[src/daq_flags_pkg.sv]
// Constants and types for the acquisition control and FIFO flag block
package daq_flags_pkg;
  localparam int ADDR_W = 4;
  localparam int DATA_W = 16;
  localparam int CNT_W = 19;
  localparam logic [CNT_W-1:0] FIFO_DEPTH = 19'h40000;
  localparam int OFS_W = 18;
  localparam logic [OFS_W-1:0] OFS_DEFAULT = 18'h003ff;
  localparam int SHIFT_LEN = 36;
  localparam logic [5:0] SHIFT_LAST = 6'h23;

  localparam logic [ADDR_W-1:0] ADR_CTRL_ONE = 4'h0;
  localparam logic [ADDR_W-1:0] ADR_CTRL_TWO = 4'h1;
  localparam logic [ADDR_W-1:0] ADR_TRIG = 4'h2;
  localparam logic [ADDR_W-1:0] ADR_IN_STAT = 4'h3;
  localparam logic [ADDR_W-1:0] ADR_OUT_STAT = 4'h4;
  localparam logic [ADDR_W-1:0] ADR_IN_SHIFT = 4'h5;
  localparam logic [ADDR_W-1:0] ADR_OUT_SHIFT = 4'h6;
  localparam logic [ADDR_W-1:0] ADR_IRQ_SEL0 = 4'h7;
  localparam logic [ADDR_W-1:0] ADR_IRQ_SEL1 = 4'h8;

  // acq_control_one field positions
  localparam int F_IN_MODE = 0;
  localparam int F_OUT_MODE = 2;
  localparam int F_IN_FMT = 4;
  localparam int F_OUT_FMT = 6;
  // acq_control_two bits
  localparam int B_IN_RUN = 0;
  localparam int B_OUT_RUN = 1;
  localparam int B_IN_ABORT = 2;
  localparam int B_OUT_ABORT = 3;
  // acq_trigger_control bits
  localparam int B_MASTER = 0;
  localparam int B_IN_SRC = 1;
  localparam int B_OUT_SRC = 2;
  localparam int B_SENSE = 3;
  localparam int B_STREAM = 4;
  localparam int B_IN_TSEL = 5;
  localparam int B_OUT_TSEL = 6;
  localparam logic [7:0] TRIG_RESET = 8'h01;

  localparam logic [1:0] MODE_CFG = 2'h0;
  localparam logic [1:0] MODE_ONE_PASS = 2'h3;
  localparam logic [1:0] FMT_FIRST = 2'h1;
  localparam logic [1:0] FMT_SECOND = 2'h2;
  localparam logic [1:0] FMT_RESET = 2'h3;

  typedef enum logic [1:0] {
    M_CONFIG = 2'h0,
    M_PASS_THROUGH = 2'h1,
    M_ONE_PASS = 2'h2
  } op_mode_t;

  typedef enum logic [3:0] {
    S_IDLE = 4'b0001,
    S_ARMED = 4'b0010,
    S_RUN = 4'b0100,
    S_DONE = 4'b1000
  } acq_state_t;

  typedef struct packed {
    logic partly_full_flag;
    logic full_flag;
    logic partly_empty_flag;
    logic empty_flag;
  } fifo_flags_t;

  typedef struct packed {
    logic [ADDR_W-1:0] addr;
    logic [DATA_W-1:0] wdata;
    logic wr;
    logic rd;
  } reg_req_t;
endpackage

[src/daq_fifo_flags_and_mode_control.sv]
// Acquisition mode control, start triggering and FIFO status flags
//
// Notes on behaviour
// Each direction runs in configuration, one-pass or pass-through mode.
// Flag offsets load only in configuration mode, used in other modes.
// One-pass output sends preloaded words to converters or digital stream.
// Pass-through never ends by itself; only an abort stops it. Here a return to configuration mode also stops it.
// Host keeps the output FIFO fed during pass-through.
// Counters, controllers and transfer logic work only in active modes.
// Input format picks first, second or both channels, and transfer flags.
// Output format picks first, second or both channels, and transfer flags.
// One master/slave bit sets the sync role for both controllers.
// Software input start begins at run; otherwise waits external trigger.
// Software output start begins at run; otherwise waits external trigger.
// Edge sense starts acquisition on trigger falling edge.
// Level sense starts acquisition while trigger is low.
// Four FIFOs each give empty, partly-empty, full, partly-full status bits.
// Empty ends input transfer; ends one-pass output, starts output transfer.
// Partly-empty set at N or fewer words, clear above N.
// Partly-empty offset resets to 1023, programmable below the depth.
// Partly-empty may end input transfer or one-pass output.
// Full may end one-pass input, start input transfer, end output transfer.
// Partly-full set at depth minus M or more, clear below.
// Partly-full may end one-pass input, start input, end output transfer.
// Any flag may be routed to either interrupt request line.
// Mode code zero is configuration, entered at reset.
// Partly-full offset resets to 1023, reprogrammed only in configuration.
// Host sends 36 one-bit writes, partly-empty LSB first.
// New offsets take effect only after the 36th write.
// Flags follow the word count on the edge after each access.
//
// Local design decisions: the register offsets and the address-and-strobe port.
`timescale 1ns/10ps
`default_nettype none
module daq_fifo_flags_and_mode_control (
  input wire logic i_core_clk,
  input wire logic i_rst_b,
  input wire logic [daq_flags_pkg::ADDR_W-1:0] i_addr,
  input wire logic [daq_flags_pkg::DATA_W-1:0] i_wdata,
  input wire logic i_wr,
  input wire logic i_rd,
  output logic [daq_flags_pkg::DATA_W-1:0] o_rdata,
  input wire logic [1:0] i_in_conv_wr,
  input wire logic [1:0] i_in_host_rd,
  input wire logic [1:0] i_out_host_wr,
  input wire logic [1:0] i_out_conv_rd,
  input wire logic i_input_ext_trigger,
  input wire logic i_output_ext_trigger,
  input wire logic i_sync_run,
  output logic o_sync_master,
  output logic o_sync_run,
  output logic o_in_acq_run,
  output logic o_out_acq_run,
  output logic [1:0] o_in_chan_en,
  output logic [1:0] o_out_chan_en,
  output logic o_out_to_ext_stream,
  output logic o_in_xfer_req,
  output logic o_out_xfer_req,
  output logic [1:0] o_irq_req
);
  import daq_flags_pkg::*;

  reg_req_t req;
  logic [7:0] ctrl_one_q;
  logic [7:0] trig_ctrl_q;
  logic [15:0] irq_sel_q [2];
  logic [OFS_W-1:0] ofs_pe_q [2];
  logic [OFS_W-1:0] ofs_pf_q [2];
  logic [SHIFT_LEN-1:0] shift_q [2];
  logic [5:0] shift_cnt_q [2];
  logic [CNT_W-1:0] cnt_q [4];
  logic [CNT_W-1:0] cnt_d [4];
  fifo_flags_t flags_q [4];
  acq_state_t state_q [2];
  acq_state_t state_d [2];
  logic [1:0] trig_prev_q;
  logic [1:0] xfer_q;
  logic [1:0] mode [2];
  logic [1:0] fmt [2];
  logic [1:0] chan_en [2];
  logic [1:0] active;
  logic [1:0] run_wr;
  logic [1:0] abort_wr;
  logic [1:0] shift_wr;
  logic [1:0] trig_now;
  logic [1:0] trig_ok;
  logic [1:0] ext_src;
  logic [1:0] tsel;
  logic [1:0] term;
  logic [1:0] xfer_start;
  logic [1:0] xfer_stop;
  logic [3:0] fifo_wr;
  logic [3:0] fifo_rd;
  logic [15:0] flag_vec;
  logic sync_ok;

  function automatic op_mode_t decode_mode(input logic [1:0] code);
    if (code == MODE_CFG) begin
      return M_CONFIG;
    end else if (code == MODE_ONE_PASS) begin
      return M_ONE_PASS;
    end
    return M_PASS_THROUGH;
  endfunction

  function automatic logic [1:0] decode_fmt(input logic [1:0] code);
    if (code == FMT_FIRST) begin
      return 2'h1;
    end else if (code == FMT_SECOND) begin
      return 2'h2;
    end
    return 2'h3;
  endfunction

  function automatic fifo_flags_t calc_flags(input logic [CNT_W-1:0] cnt,
      input logic [OFS_W-1:0] n, input logic [OFS_W-1:0] m);
    fifo_flags_t f;
    f.empty_flag = (cnt == '0);
    f.partly_empty_flag = (cnt <= {1'b0, n});
    f.full_flag = (cnt == FIFO_DEPTH);
    f.partly_full_flag = (cnt >= FIFO_DEPTH - {1'b0, m});
    return f;
  endfunction

  // Any enabled channel raising the chosen flag counts
  function automatic logic any_flag(input fifo_flags_t a, input fifo_flags_t b,
      input logic [1:0] en, input logic [1:0] which);
    logic fa;
    logic fb;
    fa = which[1] ? (which[0] ? a.partly_full_flag : a.full_flag)
                  : (which[0] ? a.partly_empty_flag : a.empty_flag);
    fb = which[1] ? (which[0] ? b.partly_full_flag : b.full_flag)
                  : (which[0] ? b.partly_empty_flag : b.empty_flag);
    return (en[0] & fa) | (en[1] & fb);
  endfunction

  assign req = '{addr: i_addr, wdata: i_wdata, wr: i_wr, rd: i_rd};

  always_comb begin
    mode[0] = ctrl_one_q[F_IN_MODE +: 2];
    mode[1] = ctrl_one_q[F_OUT_MODE +: 2];
    fmt[0] = ctrl_one_q[F_IN_FMT +: 2];
    fmt[1] = ctrl_one_q[F_OUT_FMT +: 2];
    ext_src[0] = trig_ctrl_q[B_IN_SRC];
    ext_src[1] = trig_ctrl_q[B_OUT_SRC];
    tsel[0] = trig_ctrl_q[B_IN_TSEL];
    tsel[1] = trig_ctrl_q[B_OUT_TSEL];
    trig_now[0] = i_input_ext_trigger;
    trig_now[1] = i_output_ext_trigger;
    sync_ok = trig_ctrl_q[B_MASTER] | i_sync_run;
    for (int d = 0; d < 2; d++) begin
      chan_en[d] = decode_fmt(fmt[d]);
      active[d] = (decode_mode(mode[d]) != M_CONFIG);
      run_wr[d] = req.wr && req.addr == ADR_CTRL_TWO && req.wdata[B_IN_RUN + d];
      abort_wr[d] = req.wr && req.addr == ADR_CTRL_TWO && req.wdata[B_IN_ABORT + d];
      shift_wr[d] = req.wr && req.addr == (d == 0 ? ADR_IN_SHIFT : ADR_OUT_SHIFT);
      // Low level, or high-to-low between samples
      trig_ok[d] = !ext_src[d] || (trig_ctrl_q[B_SENSE] ? !trig_now[d]
                                   : (trig_prev_q[d] && !trig_now[d]));
    end
    // Input: one-pass ends on full or partly-full; output on empty or partly-empty
    term[0] = any_flag(flags_q[0], flags_q[1], chan_en[0], {1'b1, tsel[0]});
    term[1] = any_flag(flags_q[2], flags_q[3], chan_en[1], {1'b0, tsel[1]});
    xfer_start[0] = term[0];
    xfer_stop[0] = any_flag(flags_q[0], flags_q[1], chan_en[0], {1'b0, tsel[0]});
    xfer_start[1] = term[1];
    xfer_stop[1] = any_flag(flags_q[2], flags_q[3], chan_en[1], {1'b1, tsel[1]});
  end

  // Acquisition controllers
  always_comb begin
    for (int d = 0; d < 2; d++) begin
      state_d[d] = state_q[d];
      unique case (state_q[d])
        S_IDLE, S_DONE: begin
          if (run_wr[d] && active[d]) begin
            state_d[d] = (trig_ok[d] && sync_ok) ? S_RUN : S_ARMED;
          end
        end
        S_ARMED: begin
          if (trig_ok[d] && sync_ok) begin
            state_d[d] = S_RUN;
          end
        end
        S_RUN: begin
          // Pass-through has no self-termination
          if (decode_mode(mode[d]) == M_ONE_PASS && term[d]) begin
            state_d[d] = S_DONE;
          end
        end
      endcase
      if (abort_wr[d] || !active[d]) begin
        state_d[d] = S_IDLE;
      end
    end
  end

  always_ff @(posedge i_core_clk) begin
    if (!i_rst_b) begin
      state_q[0] <= S_IDLE;
      state_q[1] <= S_IDLE;
      trig_prev_q <= 2'h3;
    end else begin
      state_q[0] <= state_d[0];
      state_q[1] <= state_d[1];
      trig_prev_q <= trig_now;
    end
  end

  // Word counters: converters side only while running, host side while active
  always_comb begin
    for (int c = 0; c < 2; c++) begin
      fifo_wr[c] = i_in_conv_wr[c] && chan_en[0][c] && state_q[0] == S_RUN;
      fifo_rd[c] = i_in_host_rd[c] && active[0];
      fifo_wr[c + 2] = i_out_host_wr[c] && active[1];
      fifo_rd[c + 2] = i_out_conv_rd[c] && chan_en[1][c] && state_q[1] == S_RUN;
    end
    for (int f = 0; f < 4; f++) begin
      cnt_d[f] = cnt_q[f];
      if (!active[f / 2]) begin
        cnt_d[f] = '0;
      end else if (fifo_wr[f] && !flags_q[f].full_flag &&
                   !(fifo_rd[f] && !flags_q[f].empty_flag)) begin
        cnt_d[f] = cnt_q[f] + 19'h1;
      end else if (fifo_rd[f] && !flags_q[f].empty_flag &&
                   !(fifo_wr[f] && !flags_q[f].full_flag)) begin
        cnt_d[f] = cnt_q[f] - 19'h1;
      end
    end
  end

  // Flags registered from next count so they never lag the count
  always_ff @(posedge i_core_clk) begin
    for (int f = 0; f < 4; f++) begin
      if (!i_rst_b) begin
        cnt_q[f] <= '0;
        flags_q[f] <= '{partly_full_flag: 1'b0, full_flag: 1'b0,
                        partly_empty_flag: 1'b1, empty_flag: 1'b1};
      end else begin
        cnt_q[f] <= cnt_d[f];
        flags_q[f] <= calc_flags(cnt_d[f], ofs_pe_q[f / 2], ofs_pf_q[f / 2]);
      end
    end
  end

  // Serial offset load, one bit per write, both FIFOs of a direction together
  always_ff @(posedge i_core_clk) begin
    for (int d = 0; d < 2; d++) begin
      if (!i_rst_b) begin
        ofs_pe_q[d] <= OFS_DEFAULT;
        ofs_pf_q[d] <= OFS_DEFAULT;
        shift_q[d] <= '0;
        shift_cnt_q[d] <= '0;
      end else if (decode_mode(mode[d]) != M_CONFIG) begin
        shift_cnt_q[d] <= '0;
      end else if (shift_wr[d]) begin
        // Partly-empty LSB arrives first, so shift toward bit zero
        shift_q[d] <= {req.wdata[0], shift_q[d][SHIFT_LEN-1:1]};
        if (shift_cnt_q[d] == SHIFT_LAST) begin
          shift_cnt_q[d] <= '0;
          ofs_pe_q[d] <= shift_q[d][OFS_W:1];
          ofs_pf_q[d] <= {req.wdata[0], shift_q[d][SHIFT_LEN-1:OFS_W+1]};
        end else begin
          shift_cnt_q[d] <= shift_cnt_q[d] + 6'h1;
        end
      end
    end
  end

  // Control registers
  always_ff @(posedge i_core_clk) begin
    if (!i_rst_b) begin
      ctrl_one_q <= {FMT_RESET, FMT_RESET, MODE_CFG, MODE_CFG};
      trig_ctrl_q <= TRIG_RESET;
      irq_sel_q[0] <= '0;
      irq_sel_q[1] <= '0;
    end else if (req.wr) begin
      unique case (req.addr)
        ADR_CTRL_ONE: ctrl_one_q <= req.wdata[7:0];
        ADR_TRIG: trig_ctrl_q <= req.wdata[7:0];
        ADR_IRQ_SEL0: irq_sel_q[0] <= req.wdata;
        ADR_IRQ_SEL1: irq_sel_q[1] <= req.wdata;
        default: ;
      endcase
    end
  end

  // Host transfer request: start flag sets, stop flag clears, start wins
  always_ff @(posedge i_core_clk) begin
    for (int d = 0; d < 2; d++) begin
      if (!i_rst_b || !active[d]) begin
        xfer_q[d] <= 1'b0;
      end else if (xfer_start[d]) begin
        xfer_q[d] <= 1'b1;
      end else if (xfer_stop[d]) begin
        xfer_q[d] <= 1'b0;
      end
    end
  end

  assign flag_vec = {flags_q[3], flags_q[2], flags_q[1], flags_q[0]};

  // Read port: data valid the cycle after the strobe only
  always_ff @(posedge i_core_clk) begin
    if (!i_rst_b || !req.rd) begin
      o_rdata <= '0;
    end else begin
      unique case (req.addr)
        ADR_CTRL_ONE: o_rdata <= {8'h00, ctrl_one_q};
        ADR_CTRL_TWO: o_rdata <= {8'h00, state_q[1], state_q[0]};
        ADR_TRIG: o_rdata <= {8'h00, trig_ctrl_q};
        ADR_IN_STAT: o_rdata <= {8'h00, flag_vec[7:0]};
        ADR_OUT_STAT: o_rdata <= {8'h00, flag_vec[15:8]};
        ADR_IRQ_SEL0: o_rdata <= irq_sel_q[0];
        ADR_IRQ_SEL1: o_rdata <= irq_sel_q[1];
        default: o_rdata <= '0;
      endcase
    end
  end

  // Registered outputs
  always_ff @(posedge i_core_clk) begin
    if (!i_rst_b) begin
      o_sync_master <= 1'b0;
      o_sync_run <= 1'b0;
      o_in_acq_run <= 1'b0;
      o_out_acq_run <= 1'b0;
      o_in_chan_en <= '0;
      o_out_chan_en <= '0;
      o_out_to_ext_stream <= 1'b0;
      o_in_xfer_req <= 1'b0;
      o_out_xfer_req <= 1'b0;
      o_irq_req <= '0;
    end else begin
      o_sync_master <= trig_ctrl_q[B_MASTER];
      o_sync_run <= trig_ctrl_q[B_MASTER] && (state_d[0] == S_RUN || state_d[1] == S_RUN);
      o_in_acq_run <= (state_d[0] == S_RUN);
      o_out_acq_run <= (state_d[1] == S_RUN);
      o_in_chan_en <= chan_en[0];
      o_out_chan_en <= chan_en[1];
      o_out_to_ext_stream <= trig_ctrl_q[B_STREAM];
      o_in_xfer_req <= xfer_q[0];
      o_out_xfer_req <= xfer_q[1];
      o_irq_req[0] <= |(flag_vec & irq_sel_q[0]);
      o_irq_req[1] <= |(flag_vec & irq_sel_q[1]);
    end
  end
endmodule
`default_nettype wire

[config.mk]
export PLATFORM = sky130hd
export DESIGN_NAME = daq_fifo_flags_and_mode_control
export DESIGN_NICKNAME = d
export VERILOG_FILES = /design/src/daq_flags_pkg.sv /design/src/daq_fifo_flags_and_mode_control.sv
export SDC_FILE = /design/constraint.sdc
export NUM_CORES = 1
export LEC_CHECK = 0
export ABC_CLOCK_PERIOD_IN_PS = 8109
export CAP_MARGIN = 30
export CORE_MARGIN = 2
export CORE_UTILIZATION = 35
export DETAILED_ROUTE_END_ITERATION = 16
export DONT_BUFFER_PORTS = 1
export SLEW_MARGIN = 0
export SYNTH_ARGS = -nofsm -noshare
export SYNTH_HDL_FRONTEND = slang
export SYNTH_SLANG_ARGS = --single-unit
[constraint.sdc]
create_clock -name i_core_clk -period 8.11 [get_ports i_core_clk]
set_clock_uncertainty 0.05 [all_clocks]
set_input_delay 1.2165 -clock i_core_clk [delete_from_list [all_inputs] [get_ports i_core_clk]]
set_output_delay 1.2165 -clock i_core_clk [all_outputs]
set_load 0.02 [all_outputs]
==> results.sh, run 1 <==
export IMPL_status="finished clean"
export IMPL_rsz0062_at_grt="no"
export IMPL_clock_latency_ns=0.57
export IMPL_route_met2_wl_um=26300
export IMPL_syn_inst=2088
export IMPL_worst_path_dominant_cell_family="compound AO/OA/AOI/OAI gates"
export IMPL_clk_pin_slew_ns=0.06
export IMPL_nets=2210
export IMPL_die_h_um=243
export IMPL_n_antenna_cell=0
export IMPL_die_x_um=243
export IMPL_yosys_warnings=0
export IMPL_slew_violations=0
export IMPL_worstSetupPathType="register to register"
export IMPL_cts_buffer_depth=3
export IMPL_grt_pass1_vias=15685
export IMPL_numCtsBuffers=37
export IMPL_hold_viol_final=0
export IMPL_start_util_pct=35.4
export IMPL_slowest_stage="a2111oi_4"
export IMPL_ctsHtreeMaxLevel=2
export IMPL_firstDrtPassIters=6
export IMPL_antenna_found_initial=0
export IMPL_leakagePower_nw=8.30
export IMPL_syn_cell_area_mm2=0.0200
export IMPL_place_congestion=0.906
export IMPL_route_met3_wl_um=3030
export IMPL_fin_crit_ns=5.20
export IMPL_clkPwrFrac_pct=46.3
export IMPL_cts_sinks=335
export IMPL_ant_nets=0
export IMPL_ys_ff_latch=335
export IMPL_port_buffers=0
export IMPL_p_comb_share_pct=3.2
export IMPL_sw_frac_of_total_pct=22.2
export IMPL_slowest_delay_ns=0.85
export IMPL_overflow=0
export IMPL_final_layout_size_suffix_gt1_share_pct=7.69
export IMPL_finalWirelength_um=56400
export IMPL_maxSlewHeadroom_pct=31.9
export IMPL_cts_resized=0
export IMPL_worst_slew_pin_slew_ns=1.02
export IMPL_fmax_mhz=192
export IMPL_pwr_share_seq_pct=50.5
export IMPL_p_sw_w=0.000816
export IMPL_powerDensity_mw_per_mm2=167
export IMPL_grt_max_degree=98
export IMPL_synth_cell_types=90
export IMPL_grt_util_all_layers_pct=18.8
export IMPL_fin_crit_sh_pct=64.1
export IMPL_coreArea_mm2=0.0564
export IMPL_ios=64
export IMPL_cap_violations=0
export IMPL_synth_avg_cell_area_um2=9.57
export IMPL_ir_worst_vdd_uv=170
export IMPL_path_cells="or4b_1, a2111oi_4, nand3_1, and3b_1, nor3_1, ha_1, nand4_1, a21boi_0, o21ai_0, nand3_1, a31oi_1, o21ai_0, maj3_1, a221oi_1, o32ai_1"
export IMPL_drcViolationCount=0
export IMPL_cts_tree="done"
export IMPL_ys_seq_area_share_pct=42.9
export IMPL_first_iter_violations=1159
export IMPL_required_ns=8.46
export IMPL_row_count=87
export IMPL_cp_arrival_ns=5.55
export IMPL_post_drt_via_cell_ratio=5.69
export IMPL_end_kind="register"
export IMPL_maxUsedRoutingLayer="met4"
export IMPL_post_route_util_pct=39.0
export IMPL_start_kind="register"
export IMPL_synth_fp_nets=2243
export IMPL_dp_hpwl_um=41800
export IMPL_ys_flop_type="edfxtp_1"
export IMPL_root_buffer="clkbuf_16"
export IMPL_intPower_w=0.00286
export IMPL_wl_per_cell_um=19.9
export IMPL_grt_pass1_wl_um=88800
export IMPL_hold_buffers=0
export IMPL_power_total_w=0.00368
export IMPL_synthArstFlopShare_pct=0
export IMPL_cts_setup_buffers=0
export IMPL_tns_ns=0
export IMPL_vias=16131
export IMPL_dieArea_mm2=0.0590
export IMPL_synth_edf_count=186
export IMPL_drt_met1_wl_um=25500
export IMPL_critPathMaxFanout=13
export IMPL_setup_viol=0
export IMPL_synthToLayoutAreaGrowth_pct=10.1
export IMPL_cp_num_buf_inv=0
export IMPL_hp_class="register to register"
-- final timing paths --
check,start,to,slack (ns),depth (start not counted)
min,xfer_q[1],o_out_xfer_req,0.42,1
max reg2reg,state_q[0][0],flags_q[0][3],2.91,15
max,state_q[0][0],flags_q[0][3],2.91,15
min reg2reg,xfer_q[1],o_out_xfer_req,0.42,1
-- registers in the layout, summed over array words and instances (netlist names), 2 cells and up --
signal and count:
cnt_q 76, ctrl_one_q 8, flags_q 16, irq_sel_q 32, o_in_chan_en 2, o_irq_req 2
o_out_chan_en 2, o_rdata 16, ofs_pe_q 36, ofs_pf_q 36, shift_cnt_q 12, shift_q 70
state_q 8, trig_ctrl_q 8, trig_prev_q 2, xfer_q 2
-- power by group through the flow --
stage | registers [W] | logic (W) | clock network [W]
floorplan | 0.00188 | 0.0000910 | 0
global placement | 0.00189 | 0.000113 | 0
detailed placement | 0.00189 | 0.000119 | 0
CTS | 0.00186 | 0.000119 | 0.00174
global route | 0.00186 | 0.000130 | 0.00180
finish | 0.00186 | 0.000118 | 0.00170
-- per-layer routing --
layer / global-route usage (%) / vias up
met5: 0 / -
met3: 3.06 / 104
li1: - / 7728
met4: 6.08 / 0
met1: 24.9 / 7808
met2: 31.3 / 491
-- cells in the mapped netlist, drive strengths merged, types with 13 or more instances --
cell | number | area, µm²
edfxtp | 186 | 5590
nor2 | 171 | 642
dfxtp | 149 | 2980
ha | 120 | 1500
nand2 | 119 | 447
nor3 | 100 | 505
nand3 | 90 | 450
and2 | 89 | 557
and3 | 89 | 557
clkbuf | 81 | 304
a21oi | 67 | 343
xnor2 | 65 | 569
inv | 62 | 233
or2 | 53 | 332
nor4 | 49 | 313
nor2b | 44 | 275
o21ai | 44 | 220
nand2b | 40 | 250
xor2 | 38 | 333
nand4 | 37 | 238
a22oi | 35 | 268
mux2i | 35 | 350
or3 | 35 | 219
a21o | 32 | 240
or4 | 16 | 120
a31oi | 15 | 93.8
a22o | 14 | 123
o22ai | 14 | 93.8
a221oi | 13 | 114
-- cell usage in the layout, fill, tap and decap left out, types with 16 or more instances in the layout --
cell type	n
buf_4	18
or3_1	35
and3_1	89
nand2b_1	40
edfxtp_1	186
nand4_1	36
inv_1	62
or4_1	16
nor2_1	168
or2_2	53
mux2i_1	35
xor2_1	38
nor4_1	48
nand2_1	119
xnor2_1	65
clkbuf_16	38
o21ai_0	41
dfxtp_1	149
nand3_1	90
a21o_1	32
nor3_1	99
a21oi_1	65
a22oi_1	34
nor2b_1	44
ha_1	120
and2_1	89
-- final cells by class --
class / count / area (µm²)
Fill cell: 5616 / 34400
Tap cell: 756 / 946
Inverter: 63 / 236
Timing Repair Buffer: 21 / 186
Multi-Input combinational cell: 1597 / 10900
Clock inverter: 19 / 214
Clock buffer: 45 / 987
Sequential cell: 335 / 8570
-- stage by stage --
step	area (µm²)	setup WS [ns]	std cells	hold slack, ns
floorplan	20000	2.78	2088	0.379
global placement	20700	2.97	2769	0.408
detailed placement	20800	2.83	2772	0.396
CTS	22000	3.00	2836	0.410
global route	22000	2.61	2836	0.424
finish	22000	2.91	2836	0.419
-- kinds of logic after synthesis --
group                      synth area share, %
and+or+nand+nor                           26.3
buffers and inverters                     2.96
muxes                                     2.32
xor gates and xnor gates                  4.52
adders and majority gates                 8.07
AOI/OAI and AO/OA                         12.9
DFF                                       42.9
Power figures use the tool's default switching activity.
==> inputs of run 2 (changes only) <==
--- a/config.mk
+++ b/config.mk
@@ -5,7 +5,8 @@
 export SDC_FILE = /design/constraint.sdc
 export NUM_CORES = 1
 export LEC_CHECK = 0
-export ABC_CLOCK_PERIOD_IN_PS = 8109
+export ABC_AREA = 1
+export ABC_CLOCK_PERIOD_IN_PS = 4800
 export CAP_MARGIN = 30
 export CORE_MARGIN = 2
 export CORE_UTILIZATION = 35
==> constraint.sdc (replaced) <==
create_clock -name i_core_clk -period 4.8 [get_ports i_core_clk]
set_clock_uncertainty 0.05 [all_clocks]
set_input_delay 0.72 -clock i_core_clk [delete_from_list [all_inputs] [get_ports i_core_clk]]
set_output_delay 0.72 -clock i_core_clk [all_outputs]
set_load 0.02 [all_outputs]
==> run 2 against run 1 <==
Compared with the run above:
- worst hold slack got worse by 0.22 ns
- sequential power rose by 69%
- die area up 6.5%
- largest power group unchanged
- worst setup slack got worse by 1.9 ns
- combinational power is 100% higher
- non-clock buffer count fell by 5
- critical endpoint is now flags_q[0][7]
- synthesized cell count increased by 38%
- largest cell class unchanged
==> results.sh, run 2 <==
export IMPL_status="finished clean"
export IMPL_synth_area_leaders="edfxtp_1 26%, dfxtp_1 14%, nand2_1 11%, inv_1 7.8%, nor2_1 7.7%"
export IMPL_rsz0062_at_grt="no"
export IMPL_critPathMostFrequentCell="nor2_1"
export IMPL_path_cells="inv_1, ha_1, nand3_1, nor3_1, nand4_1, inv_1, nand4_1, nor2_1, inv_1, nor2_1, or3b_1, ha_1, nand2_1, nor2_1, nand4_1, nor2_1, nand3_1, nor2_1, nand2_1, nand2_1, nor2_1, a21oi_1"
export IMPL_overflow=0
export IMPL_final_cell_mix="598 x nand2_1, 444 x inv_1, 435 x nor2_1"
export IMPL_maxSlewHeadroom_pct=33.5
export IMPL_yosys_warnings=0
export IMPL_end_kind="register"
export IMPL_die_x_um=251
export IMPL_cts_buffer_depth=3
export IMPL_synth_edf_count=186
export IMPL_place_area_mm2=0.0221
export IMPL_dp_cells=3609
export IMPL_synth_fp_nets=3034
export IMPL_grt_util_all_layers_pct=18.9
export IMPL_grt_max_degree=49
export IMPL_wl_per_cell_um=16.1
export IMPL_fin_crit_ns=3.83
export IMPL_fmax_mhz=261
export IMPL_fin_crit_sh_pct=79.8
export IMPL_antenna_found_initial=0
export IMPL_cts_sinks=335
export IMPL_numCtsBuffers=39
export IMPL_yosysTopAreaCell="edfxtp_1"
export IMPL_cp_arrival_ns=4.25
export IMPL_synth_top_area_share_pct=26.2
export IMPL_ios=64
export IMPL_start_kind="register"
export IMPL_hold_buffers=0
export IMPL_tns_ns=0
export IMPL_powerDensity_mw_per_mm2=274
export IMPL_first_iter_violations=1357
export IMPL_slowest_stage="or3b_1"
export IMPL_ys_ff_latch=335
export IMPL_ant_nets=0
export IMPL_syn_cell_area_mm2=0.0213
export IMPL_ys_flop_type="edfxtp_1"
export IMPL_hp_class="primary input to register"
export IMPL_cts_resized=0
export IMPL_place_congestion=0.925
export IMPL_nets=3023
export IMPL_pre_cts_ws_ns=1.04
export IMPL_root_buffer="clkbuf_16"
export IMPL_grt_pass1_wl_um=95600
export IMPL_top_register="cnt_q"
export IMPL_top_regs="cnt_q x76, shift_q x70"
export IMPL_port_buffers=0
export IMPL_synth_most_common_cell="nand2_1"
export IMPL_synthToLayoutAreaGrowth_pct=10.1
export IMPL_synth_avg_cell_area_um2=7.40
export IMPL_clk_pin_slew_ns=0.06
export IMPL_coreArea_mm2=0.0602
export IMPL_dieArea_mm2=0.0628
export IMPL_synthArstFlopShare_pct=0
export IMPL_clock_latency_ns=0.57
export IMPL_stdcell_area_mm2=0.0234
export IMPL_layout_setup_ws_ns=0.968
export IMPL_drcViolationCount=0
export IMPL_ctsHtreeMaxLevel=2
export IMPL_grt_pass1_vias=17409
export IMPL_instances_no_fill=3681
export IMPL_cts_setup_buffers=0
export IMPL_setup_viol=0
export IMPL_hold_viol_final=0
export IMPL_cts_tree="done"
export IMPL_worst_slew_pin_slew_ns=0.994
export IMPL_dp_hpwl_um=46000
export IMPL_vias=18398
export IMPL_largest_reg_flops=76
export IMPL_critPathMaxFanout=6
export IMPL_start_util_pct=35.4
export IMPL_post_route_util_pct=38.9
export IMPL_synthTopCellsByCount="598 x nand2_1, 444 x inv_1, 435 x nor2_1"
export IMPL_final_layout_size_suffix_gt1_share_pct=6.55
export IMPL_finalWirelength_um=59400
export IMPL_slowest_delay_ns=0.45
export IMPL_row_count=90
export IMPL_slew_violations=0
export IMPL_n_antenna_cell=0
export IMPL_cap_violations=0
export IMPL_die_h_um=251
export IMPL_post_drt_via_cell_ratio=5.00
export IMPL_synth_cell_types=65
export IMPL_ir_worst_vdd_uv=195
export IMPL_firstDrtPassIters=5
export IMPL_worstSetupPathType="register to register"
export IMPL_syn_inst=2879
export IMPL_required_ns=5.22
export IMPL_leakagePower_nw=11.0
export IMPL_ys_seq_area_share_pct=40.2
export IMPL_layout_commonest_cell="nand2_1"
[run 2: cell count changes after synthesis, sizes merged, moves of 44 or more]
cell / change
nor2b: -44
xnor2: -59
nand2: +496
and3: -85
nor2: +286
a21oi: +46
nand4: +51
o21ai: +76
inv: +401
nand3: +116
and2: -86
[run 2: layout make-up]
| class | instances | area, µm² |
|---|---|---|
| multi-input cells | 2010 | 10700 |
| repair buffers | 16 | 153 |
| clock buffers | 53 | 1070 |
| clock inverters | 19 | 239 |
| flip-flops and latches | 335 | 8570 |
| fillers | 6299 | 36800 |
| well taps | 782 | 978 |
| inverters | 466 | 1750 |
[run 2: report_power, final]
group	switching, W	leakage (nW)	internal (W)
Clock	0.00129	0.630	0.00176
Combinational	0.000181	7.37	0.0000591
Sequential	0.0000452	2.96	0.00309
Total	0.00152	11.0	0.00491
[run 2: logic make-up after synthesis]
group | count (synthesis) | share of synthesized area, %
AND/OR/NAND/NOR | 1519 | 32.2
buffers and inverters | 534 | 9.76
flip-flops | 335 | 40.2
AO/OA/AOI/OAI | 314 | 8.40
adder cells (fa/ha/maj) | 120 | 7.05
XOR/XNOR | 57 | 2.34
[run 2: through the flow]
step,power (W),hold slack (ns)
floorplan,0.00336,0.357
global placement,0.00343,0.381
detailed placement,0.00344,0.384
CTS,0.00649,0.170
global route,0.00663,0.195
finish,0.00643,0.199
[run 2: critical path, delay by kind of cell, from the launching register on]
kind	cells	cell delay, ns
AND/OR/NAND/NOR	16	2.23
adder cells (fa/ha/maj)	2	0.54
flip-flops	1	0.43
buffers and inverters	3	0.35
AO/OA/AOI/OAI	1	0.14
[run 2: metal layers]
metal  GRT usage, %  vias to the layer above  share of wire (%)
met5              0                        -                  0
met4           5.03                        0                2.5
met3           2.75                       90                4.7
met2           31.1                      394                 46
met1           26.0                     8485                 47
li1               -                     9429                  -
[run 2: final timing paths]
| path | from | to | cells after the start | slack [ns] |
|---|---|---|---|---|
| hold / removal | i_output_ext_trigger | trig_prev_q[1] | 2 | 0.20 |
| setup reg to reg | ofs_pf_q[0][0] | flags_q[0][7] | 22 | 0.97 |
| setup / recovery | ofs_pf_q[0][0] | flags_q[0][7] | 22 | 0.97 |
| hold reg to reg | xfer_q[1] | o_out_xfer_req | 2 | 0.39 |
